--- config.mk ---
export PLATFORM = sky130hd
export DESIGN_NAME = core_mem_irq_seq
export DESIGN_NICKNAME = d
export VERILOG_FILES = /design/src/design/core_seq_pkg.sv /design/src/design/data_addr_decode.sv /design/src/design/nv_write_timer.sv /design/src/design/core_mem_irq_seq.sv
export SDC_FILE = /design/constraint.sdc
export NUM_CORES = 1
export LEC_CHECK = 0
export BUFFER_PORTS_ARGS = -buffer_cell sky130_fd_sc_hd__buf_2
export CAP_MARGIN = 20
export CORE_MARGIN = 1
export CORE_UTILIZATION = 53
export DETAILED_ROUTE_END_ITERATION = 8
export HOLD_SLACK_MARGIN = 0.03
export PLACE_DENSITY = 0.94
export SLEW_MARGIN = 30
export SYNTH_ARGS = -nofsm -noshare
export SYNTH_HDL_FRONTEND = slang
export SYNTH_SLANG_ARGS = --single-unit
--- constraint.sdc ---
create_clock -name core_clk -period 22 [get_ports core_clk]
set_input_delay 3.3 -clock core_clk [delete_from_list [all_inputs] [get_ports core_clk]]
set_output_delay 3.3 -clock core_clk [all_outputs]
set_load 0.05 [all_outputs]
--- src/design/core_seq_pkg.sv ---
// shared constants, enums and structs for the core memory and interrupt sequencer
package core_seq_pkg;
  // program counter / flash words
  localparam int PC_W = 13;
  localparam logic [1:0] VARIANT_DEF = 2'h2;
  // data address map boundaries
  localparam int DADDR_W = 16;
  localparam logic [15:0] REGFILE_END = 16'h001F;
  localparam logic [15:0] STDIO_BASE = 16'h0020;
  localparam logic [15:0] STDIO_END = 16'h005F;
  localparam logic [15:0] EXTIO_BASE = 16'h0060;
  localparam logic [15:0] EXTIO_END = 16'h00FF;
  localparam logic [15:0] SRAM_BASE = 16'h0100;
  localparam logic [15:0] SRAM_SIZE_V0 = 16'h0200;
  localparam logic [15:0] SRAM_SIZE_V1 = 16'h0400;
  localparam logic [5:0] DISP_MAX = 6'h3F;
  // nonvolatile sizes
  localparam logic [9:0] NV_SIZE_V0 = 10'h100;
  localparam logic [9:0] NV_SIZE_V1 = 10'h200;
  // cycle counts
  localparam logic [3:0] IRQ_ENTRY_CYC = 4'h4;
  localparam logic [3:0] IRQ_WAKE_EXTRA = 4'h4;
  localparam logic [3:0] VEC_JMP_CYC = 4'h3;
  localparam logic [3:0] RETURN_FROM_IRQ_INSTR_CYC = 4'h4;
  localparam logic [3:0] SRAM_CYC = 4'h2;
  localparam logic [3:0] NV_RD_STALL = 4'h4;
  localparam logic [3:0] NV_WR_STALL = 4'h2;
  localparam logic [15:0] SP_RETURN_FROM_IRQ_INSTR_INC = 16'h0002;
  // self-timed write, 3.4 ms at 100 ns per cycle
  localparam int NV_WRITE_US = 3400;
  localparam int CLK_NS = 100;
  localparam int NV_WRITE_CYC = (NV_WRITE_US * 1000) / CLK_NS;
  localparam int IRQ_N = 26;
  localparam int IRQ_IDX_W = 5;

  typedef enum logic [1:0] {
    REG_FILE = 2'h0,
    STD_IO = 2'h1,
    EXT_IO = 2'h2,
    SRAM_RGN = 2'h3
  } region_e;

  typedef enum logic [2:0] {
    ST_RUN = 3'b000,
    ST_STALL = 3'b001,
    ST_IRQ = 3'b011,
    ST_RETURN_FROM_IRQ_INSTR = 3'b010,
    ST_WAKE = 3'b110
  } seq_state_e;

  typedef enum logic [2:0] {
    AM_DIRECT = 3'h0,
    AM_DISP = 3'h1,
    AM_IND = 3'h2,
    AM_PREDEC = 3'h3,
    AM_POSTINC = 3'h4,
    AM_IO = 3'h5
  } addr_mode_e;

  // one memory reference from the pipeline
  typedef struct packed {
    logic valid;
    logic wr;
    addr_mode_e mode;
    logic [1:0] ptr_sel;
    logic [5:0] disp;
    logic [15:0] abs_addr;
  } mem_req_s;

  // decoded reference toward the memories
  typedef struct packed {
    logic valid;
    logic wr;
    region_e region;
    logic mapped;
    logic [15:0] addr;
  } mem_sel_s;
endpackage

--- src/design/data_addr_decode.sv ---
// data address formation and region decode for the pointer addressing modes
module data_addr_decode import core_seq_pkg::*; (
  // request and pointer values
  input wire mem_req_s req,
  input wire logic [15:0] ptr_val,
  input wire logic [1:0] variant,
  // decoded result and pointer write-back
  output mem_sel_s sel,
  output logic [15:0] ptr_new,
  output logic ptr_we
);
  logic [15:0] base_addr;
  logic [15:0] eff_addr;
  logic [15:0] sram_end;
  logic is_sram;

  // direct reaches all of data space; io form only has 64 locations
  assign base_addr = (req.mode == AM_PREDEC) ? ptr_val - 16'h0001 : ptr_val; // RQ15
  assign eff_addr = (req.mode == AM_DIRECT) ? req.abs_addr : // RQ13
    (req.mode == AM_IO) ? STDIO_BASE + {10'h000, req.abs_addr[5:0]} : // RQ11 RQ12
    (req.mode == AM_DISP) ? base_addr + {10'h000, req.disp & DISP_MAX} : base_addr; // RQ14
  assign sram_end = SRAM_BASE + ((variant == 2'h0) ? SRAM_SIZE_V0 : SRAM_SIZE_V1) - 16'h0001;
  assign is_sram = (eff_addr >= SRAM_BASE);

  // region order: registers, standard io, extended io, sram
  assign sel.valid = req.valid;
  assign sel.wr = req.wr;
  assign sel.addr = eff_addr;
  assign sel.region = (eff_addr <= REGFILE_END) ? REG_FILE : // RQ10
    (eff_addr <= STDIO_END) ? STD_IO : (eff_addr <= EXTIO_END) ? EXT_IO : SRAM_RGN;
  assign sel.mapped = !is_sram || (eff_addr <= sram_end); // RQ27

  // pre-decrement and post-increment write the pointer back
  assign ptr_we = req.valid && (req.mode == AM_PREDEC || req.mode == AM_POSTINC); // RQ15
  assign ptr_new = (req.mode == AM_POSTINC) ? ptr_val + 16'h0001 : base_addr;
endmodule

--- src/design/nv_write_timer.sv ---
// self-timed nonvolatile write busy timer that survives core reset
module nv_write_timer import core_seq_pkg::*; #(
  parameter int WRITE_CYC = NV_WRITE_CYC
) (
  // clock and power-on reset only
  input wire logic core_clk,
  input wire logic npor,
  // start and status
  input wire logic start,
  output logic busy
);
  logic [15:0] cnt_q;
  logic [15:0] cnt_d;

  // count down while busy; core reset does not reach this counter
  assign cnt_d = (start && cnt_q == 16'h0000) ? 16'(WRITE_CYC) :
    (cnt_q != 16'h0000) ? cnt_q - 16'h0001 : cnt_q; // RQ21 RQ22
  assign busy = (cnt_q != 16'h0000);

  always_ff @(posedge core_clk or negedge npor) begin
    if (!npor) begin
      cnt_q <= 16'h0000;
    end else begin
      cnt_q <= cnt_d;
    end
  end
endmodule

--- src/design/core_mem_irq_seq.sv ---
// core sequencer: interrupt entry/return timing, memory stalls, address decode
// What this block does
// RQ1 - after enabling interrupts, one more instruction runs before a pending interrupt
// RQ2 - interrupt entry takes four cycles, pushes program counter, then vector runs
// RQ3 - the jump at a vector takes three cycles
// RQ4 - a multi-cycle instruction finishes before interrupt entry begins
// RQ5 - waking from sleep adds four cycles to interrupt entry
// RQ6 - return from interrupt takes four cycles, pops counter, stack plus two, enables
// RQ7 - program memory is 16-bit words; instructions take one or two words
// RQ8 - program counter is 11, 12 or 13 bits by variant
// RQ9 - smallest variant has no boot section; program store allowed anywhere
// RQ10 - data map: 32 registers, 64 io, 160 extended io, then sram
// RQ11 - extended io 0x60 to 0xFF only through data load and store
// RQ12 - short io instructions encode only 64 locations
// RQ13 - direct addressing reaches all data space
// RQ14 - displacement mode adds up to 63 to middle or high pointer
// RQ15 - pre-decrement and post-increment write the pointer back
// RQ16 - registers 26 to 31 form the three pointer pairs
// RQ17 - each sram access takes two cycles
// RQ18 - nonvolatile data space is 256 or 512 bytes, byte addressed
// RQ19 - nonvolatile read stalls the core four cycles
// RQ20 - nonvolatile write stalls the core two cycles
// RQ21 - nonvolatile writes are self-timed and busy is visible to software
// RQ22 - a write in progress completes across a core reset
// RQ23 - interrupt entry clears the global enable
// RQ24 - after return, one main instruction runs before the next interrupt
// RQ25 - lowest pending vector wins
// RQ26 - stalls hold the counter and block fetch and register writes
// RQ27 - addresses past implemented sram are unmapped
module core_mem_irq_seq import core_seq_pkg::*; #(
  parameter int NV_WR_CYC = NV_WRITE_CYC
) (
  // clock and resets
  input wire logic core_clk,
  input wire logic nrst,
  input wire logic npor,
  input wire logic [1:0] variant,
  // instruction pipeline
  input wire logic instr_done,
  input wire logic instr_two_word,
  input wire logic [PC_W-1:0] pc_next,
  input wire logic sei_exec,
  input wire logic cli_exec,
  input wire logic return_from_irq_instr_exec,
  input wire logic jmp_exec,
  input wire logic store_pgm_exec,
  input wire logic asleep,
  input wire mem_req_s mem_req,
  input wire logic nv_rd_trig,
  input wire logic nv_wr_trig,
  input wire logic [9:0] nv_addr,
  // interrupt sources and stack
  input wire logic [IRQ_N-1:0] irq_pend,
  input wire logic [15:0] stack_ptr,
  input wire logic [7:0] stack_rd_data,
  // register file pointer pairs r26..r31
  input wire logic [47:0] ptr_regs,
  // sequencer outputs
  output logic stall,
  output logic fetch_en,
  output logic rf_we_en,
  output logic [PC_W-1:0] program_counter,
  output logic gie,
  output logic irq_ack,
  output logic [IRQ_IDX_W-1:0] irq_idx,
  output logic [15:0] sp_next,
  output logic sp_we,
  output logic pc_push,
  output logic [7:0] push_data,
  output logic store_pgm_ok,
  output mem_sel_s mem_sel,
  output logic [15:0] ptr_new,
  output logic [1:0] ptr_pair,
  output logic ptr_we,
  output logic nv_busy,
  output logic nv_addr_ok
);
  seq_state_e state_q, state_d;
  logic [3:0] cnt_q, cnt_d;
  logic gie_q, gie_d;
  logic hold_q, hold_d;
  logic [PC_W-1:0] pc_q, pc_d;
  logic [IRQ_IDX_W-1:0] idx_q;
  logic [7:0] pop_lo_q;
  logic [15:0] ptr_val;
  logic [PC_W-1:0] pc_mask;
  logic irq_any, take_irq, sram_acc, nv_start, cnt_last;
  logic [3:0] stall_len;

  // lowest pending index is the highest priority
  function automatic logic [IRQ_IDX_W-1:0] prio_enc(input logic [IRQ_N-1:0] p);
    logic [IRQ_IDX_W-1:0] r;
    r = '0;
    for (int i = IRQ_N - 1; i >= 0; i--) begin
      if (p[i]) begin
        r = IRQ_IDX_W'(i);
      end
    end
    return r;
  endfunction

  //////////////////////////////////////////////////////////////////////////////
  // address decode and pointer select
  assign ptr_pair = (mem_req.mode == AM_DISP && mem_req.ptr_sel == 2'h0) ? 2'h1 : mem_req.ptr_sel; // RQ14
  assign ptr_val = (ptr_pair == 2'h0) ? ptr_regs[15:0] : // RQ16
    (ptr_pair == 2'h1) ? ptr_regs[31:16] : ptr_regs[47:32];

  data_addr_decode u_dec (
    .req(mem_req),
    .ptr_val(ptr_val),
    .variant(variant),
    .sel(mem_sel),
    .ptr_new(ptr_new),
    .ptr_we(ptr_we)
  );

  // write timer keeps its own reset so core reset cannot abort a write
  nv_write_timer #(.WRITE_CYC(NV_WR_CYC)) u_nvt (
    .core_clk(core_clk),
    .npor(npor),
    .start(nv_start),
    .busy(nv_busy)
  );

  //////////////////////////////////////////////////////////////////////////////
  // variant-dependent widths
  assign pc_mask = (variant == 2'h0) ? 13'h07FF : (variant == 2'h1) ? 13'h0FFF : 13'h1FFF; // RQ8
  assign nv_addr_ok = (variant == 2'h0) ? (nv_addr < NV_SIZE_V0) : (nv_addr < NV_SIZE_V1); // RQ18
  // program store is legal everywhere on the smallest part; larger parts need the counter inside pc_mask
  assign store_pgm_ok = store_pgm_exec && (variant == 2'h0 || (pc_q & ~pc_mask) == '0); // RQ9
  // a new write is ignored while the previous one is still burning
  assign nv_start = nv_wr_trig && !nv_busy; // RQ21

  //////////////////////////////////////////////////////////////////////////////
  // sequencing decisions
  assign irq_any = |irq_pend;
  // hold_q blocks service for one instruction after sei or return
  assign take_irq = (state_q == ST_RUN) && instr_done && gie_q && irq_any && // RQ4
    !cli_exec && !hold_q && !sei_exec; // RQ1 RQ24
  assign sram_acc = mem_sel.valid && mem_sel.region == SRAM_RGN && mem_sel.mapped;
  assign stall_len = nv_rd_trig ? NV_RD_STALL - 4'h1 : nv_start ? NV_WR_STALL - 4'h1 : // RQ19 RQ20
    jmp_exec ? VEC_JMP_CYC - 4'h1 : SRAM_CYC - 4'h1; // RQ3 RQ17
  assign cnt_last = (cnt_q == 4'h1);

  // next state and counters
  always_comb begin
    state_d = state_q;
    cnt_d = (cnt_q != 4'h0) ? cnt_q - 4'h1 : cnt_q;
    gie_d = gie_q;
    hold_d = hold_q;
    pc_d = (instr_done && state_q == ST_RUN) ? (pc_next & pc_mask) : pc_q; // RQ7 RQ26
    if (sei_exec) begin
      gie_d = 1'b1;
    end
    if (cli_exec) begin
      gie_d = 1'b0;
    end
    if (instr_done && hold_q && !sei_exec) begin
      hold_d = 1'b0;
    end
    case (state_q)
      ST_RUN: begin
        if (sei_exec && !gie_q) begin
          hold_d = 1'b1; // RQ1
        end
        if (take_irq) begin
          state_d = asleep ? ST_WAKE : ST_IRQ; // RQ5
          cnt_d = asleep ? IRQ_WAKE_EXTRA : IRQ_ENTRY_CYC; // RQ2
          gie_d = 1'b0; // RQ23
        end else if (return_from_irq_instr_exec) begin
          state_d = ST_RETURN_FROM_IRQ_INSTR;
          cnt_d = RETURN_FROM_IRQ_INSTR_CYC; // RQ6
        end else if (nv_rd_trig || nv_start || jmp_exec || (sram_acc && instr_done)) begin
          state_d = ST_STALL;
          cnt_d = stall_len;
        end
      end
      ST_WAKE: begin
        if (cnt_last) begin
          state_d = ST_IRQ;
          cnt_d = IRQ_ENTRY_CYC; // RQ5
        end
      end
      ST_IRQ: begin
        if (cnt_last) begin
          state_d = ST_RUN;
          pc_d = {{(PC_W - IRQ_IDX_W - 1){1'b0}}, idx_q, 1'b0} & pc_mask; // RQ2
        end
      end
      ST_RETURN_FROM_IRQ_INSTR: begin
        // counter reloads only on the way out, so it stays frozen during the stall
        if (cnt_last) begin
          state_d = ST_RUN;
          pc_d = {stack_rd_data[PC_W-9:0], pop_lo_q} & pc_mask; // RQ6 RQ26
          gie_d = 1'b1; // RQ6
          hold_d = 1'b1; // RQ24
        end
      end
      ST_STALL: begin
        if (cnt_last) begin
          state_d = ST_RUN;
        end
      end
      default: begin
        state_d = ST_RUN;
        cnt_d = 4'h0;
      end
    endcase
  end

  //////////////////////////////////////////////////////////////////////////////
  // state registers
  always_ff @(posedge core_clk or negedge nrst) begin
    if (!nrst) begin
      state_q <= ST_RUN;
      cnt_q <= 4'h0;
      gie_q <= 1'b0;
      hold_q <= 1'b0;
      pc_q <= '0;
    end else begin
      state_q <= state_d;
      cnt_q <= cnt_d;
      gie_q <= gie_d;
      hold_q <= hold_d;
      pc_q <= pc_d;
    end
  end

  // captured vector index and low popped byte
  always_ff @(posedge core_clk or negedge nrst) begin
    if (!nrst) begin
      idx_q <= '0;
      pop_lo_q <= 8'h00;
    end else begin
      idx_q <= take_irq ? prio_enc(irq_pend) : idx_q; // RQ25
      pop_lo_q <= (state_q == ST_RETURN_FROM_IRQ_INSTR && cnt_q == 4'h3) ? stack_rd_data : pop_lo_q;
    end
  end

  //////////////////////////////////////////////////////////////////////////////
  // outputs; stalls freeze fetch, counter and register writes
  assign stall = (state_q != ST_RUN); // RQ26
  assign fetch_en = !stall;
  assign rf_we_en = !stall;
  assign program_counter = pc_q;
  assign gie = gie_q;
  assign irq_ack = take_irq;
  assign irq_idx = idx_q;
  assign pc_push = (state_q == ST_IRQ) && (cnt_q == 4'h4 || cnt_q == 4'h3); // RQ2
  assign push_data = (cnt_q == 4'h4) ? pc_q[7:0] : 8'(pc_q[PC_W-1:8]);
  assign sp_we = pc_push || ((state_q == ST_RETURN_FROM_IRQ_INSTR) && cnt_last);
  assign sp_next = (state_q == ST_RETURN_FROM_IRQ_INSTR) ? stack_ptr + SP_RETURN_FROM_IRQ_INSTR_INC : stack_ptr - 16'h0001; // RQ6

  logic plain_run;
  assign plain_run = (state_q == ST_RUN) && !take_irq && !return_from_irq_instr_exec && !nv_rd_trig;
endmodule

==> summary.md <==
| Metric | Value |
|---|---|
| Status | completed |
| Net count after synthesis | 953 |
| Post-CTS Setup Bufs | 0 |
| First-pass GRT wire length | 29.31 mm |
| Synth area leader | dfrtp_1 |
| Remaining antenna violation count after routing | 0 |
| Total gr overflow | 0 |
| Setup_tns | 0 ns |
| Proportion of layout cells with a drive suffix above 1 | 29.79% |
| Min setup slack post-route | 9.180 ns |
| First-pass detailed-route iteration total | 5 |
| # diodes | 0 |
| Clock-pin slew on the worst setup and hold paths | 0.10 ns |
| Port bufs | 245 |
| Fin. max-slew vios | 0 |
| Largest net degree at the start of global routing | 52 |
| Register area | 0.001276 mm^2 |
| Via Count | 6798 |
| Pleak | 3.317 nW |
| Top delay family on crit path | simple AND/OR/NAND/NOR gates |
| Multi-input gate area | 0.004210 mm^2 |
| Final Setup Violations | 0 |
| All-Layer GR Usage | 31.52% |
| FP Rows | 37 |
| WP buf/inv | 5 |
| Largest family of logic cells by synthesized area | simple AND/OR/NAND/NOR gates |
| DIE AREA | 0.01136 mm^2 |
| Final hold viol count | 0 |
| Drt total wl | 18.34 mm |
| Netlist Area Pre-Place | 0.005796 mm^2 |
| Clock power frac | 10.9% |
| Vias in the first global route | 6254 |
| DPL Wire Length | 14.88 mm |
| Antenna violations before repair | 0 |
| CP max-delay cell | o21ai_1 |
| Core Region | 0.01046 mm^2 |
| Commonest non-fill, non-tap cell in the layout | buf_2 |
| Mux cell area share after synthesis | 4.965% |
| XOR/XNOR share of the synthesized area | 8.614% |
| Pre-CTS setup slack | 9.368 ns |
| Area contributors post-synth | dfrtp_1 22%, nand2_1 6.0%, xnor2_1 5.6%, a21oi_1 4.2%, ha_1 4.1% |
| Synth Area in Compound Gates | 26.45% |
| WL met3 | 1.233 mm |
| Ys Warns | 0 |
| Sequential Power Share | 24.6% |
| Placer congestion estimate | 0.9920 |
| Power Density | 85.20 mW/mm^2 |
| Commonest non-fill, non-tap cells in the layout | 245 x buf_2, 93 x nand2_1, 63 x nor2_1 |
| # IOs | 257 |
| Fin Clk Skew | 0.01396 ns |
| DRT iter0 DRCs | 561 |
| Sequential element share of the synthesized area | 22.02% |
| Post-CTS sizing | 0 |
| Fmax | 0.07800 GHz |
| Int Pwr | 0.0002723 W |
| CTS tree | yes |
| Post-cts hold buffer count | 0 |
| Crit path DAT | 9.52 ns |
| Worst slew pin tran | 0.9598 ns |
| Prevailing post-synth register cell | dfrtp_1 |
| H-tree levels | 2 |
| Starting Density | 55.39% |
| Final nets | 1171 |
| CTS Buf Count | 5 |
| EDFF count, synth | 0 |
| Top layer in use | met4 |
| Clock tree buffer depth | 2 |
| RSZ-0062 raised after global routing | no |
| Worst EP required | 18.70 ns |
| Maximum capacitance violations | 0 |
| Routed len/inst | 16.33 um |
| Clk sinks | 51 |
| Die width | 106.6 um |
| Crit start category | input port |
| Net Sw Frac | 55.34% |
| Syn Area/Cell | 7.546 um^2 |
| Slew margin rel. | 35.52% |
| Sw power | 0.0003375 W |
| DRC viols | 0 |
| Synth top area share | 22.02% |
| Fillers | 900 |
| Root Buffer | clkbuf_8 |
| Critical Path Sink Type | output port |
| Syn-to-layout area delta | 23.49% |
| Wl on met1 | 7.444 mm |
| Crit-path max cell delay | 0.57 ns |
| Simple-gate area share of the yosys netlist | 28.09% |
| Drt via density | 6.053 |
| Adder-Cell Fraction of Synth Area | 4.447% |
| Min-Delay Path Class | flip-flop to flip-flop |
| Critical Path Fanout Max | 14 |
| Worst skew pair latency | 0.31 ns |
| WL met2 | 8.934 mm |
| Seq cells post-synth | 51 |
| Power, Total | 0.0006097 W |
| Die Ht | 106.6 um |
| Post-synth cell types | 81 |
| Comb pwr share | 64.5% |
| Peak VDD IR | 56.98 uV |
| Synth Instances | 768 |
| Final period util | 58.27% |
| Critical path class | input port to output port |
| Final Critical Period | 12.82 ns |
| Ys async rst share | 100.0% |
power by group through the flow:
stage / clock (W) / combinational, W / sequential, W
floorplan: 0 / 0.000245 / 0.000196
finish: 0.0000664 / 0.000393 / 0.000150
detailed placement: 0 / 0.000389 / 0.000150
CTS: 0.0000667 / 0.000391 / 0.000149
global route: 0.0000699 / 0.000419 / 0.000153
global placement: 0 / 0.000380 / 0.000148
cell families after synthesis:
kind of cell               Yosys count
adders and majority gates           20
buffers and inverters               74
DFF                                 51
and+or+nand+nor                    320
xor gates and xnor gates            57
AOI/OAI and AO/OA                  219
muxes                               27
metrics by stage:
stage          std cells  util (%)  hold slack (ns)  area [um^2]
2_1_floorplan        768         -           0.4486         5796
3_3_place_gp        1115     67.28           0.4657         7039
3_5_place_dp        1115     67.33           0.4890         7044
4_1_cts             1123     68.40           0.5022         7157
5_1_grt             1123     68.40           0.5297         7157
6_report            1123     68.40           0.4961         7157
final timing paths:
kind / start / to / slack [ns] / depth (start not counted)
setup / recovery: mem_req[24] / mem_sel[16] / 9.18 / 25
hold / removal: u_nvt.cnt_q[9] / u_nvt.cnt_q[9] / 0.50 / 1
setup reg to reg: state_q[2] / cnt_q[2] / 18.03 / 11
hold reg to reg: u_nvt.cnt_q[9] / u_nvt.cnt_q[9] / 0.50 / 1
max in group asynchronous: nrst / state_q[0] / 18.45 / 1
min in group asynchronous: npor / u_nvt.cnt_q[6] / 2.88 / 1
routing by layer:
| layer | track usage, % | vias up |
|---|---|---|
| met3 | 4.195 | 71 |
| met2 | 53.87 | 319 |
| met4 | 12.72 | 0 |
| li1 | - | 3276 |
| met5 | 0 | - |
| met1 | 40.00 | 3132 |
cells in the mapped netlist (all sizes together), types with 14 or more instances:
cell and number:
a21oi 50, a31oi 23, clkbuf 24, dfrtp 51
ha 19, inv 36, mux2 14, nand2 93
nand3 19, nor2 63, nor2b 14, nor3 38
nor4 16, o21ai 42, o31ai 15, or3 15
xnor2 37, xor2 20
final cells by class:
| class | count | share of cell area [%] |
|---|---|---|
| clock buffers | 5 | 0.9615 |
| clock inverters | 3 | 0.6119 |
| inverters | 37 | 1.941 |
| multi-input cells | 643 | 58.83 |
| flip-flops and latches | 51 | 17.83 |
| well taps | 136 | 2.378 |
| repair buffers | 248 | 17.45 |
state kept, by name (all words and copies together), names as in the netlist:
register,cells
cnt_q,4
state_q,3
u_nvt.cnt_q,16
hold_q,1
gie,1
program_counter,13
irq_idx,5
pop_lo_q,8
Note: power is estimated with default switching activity, not from simulation.
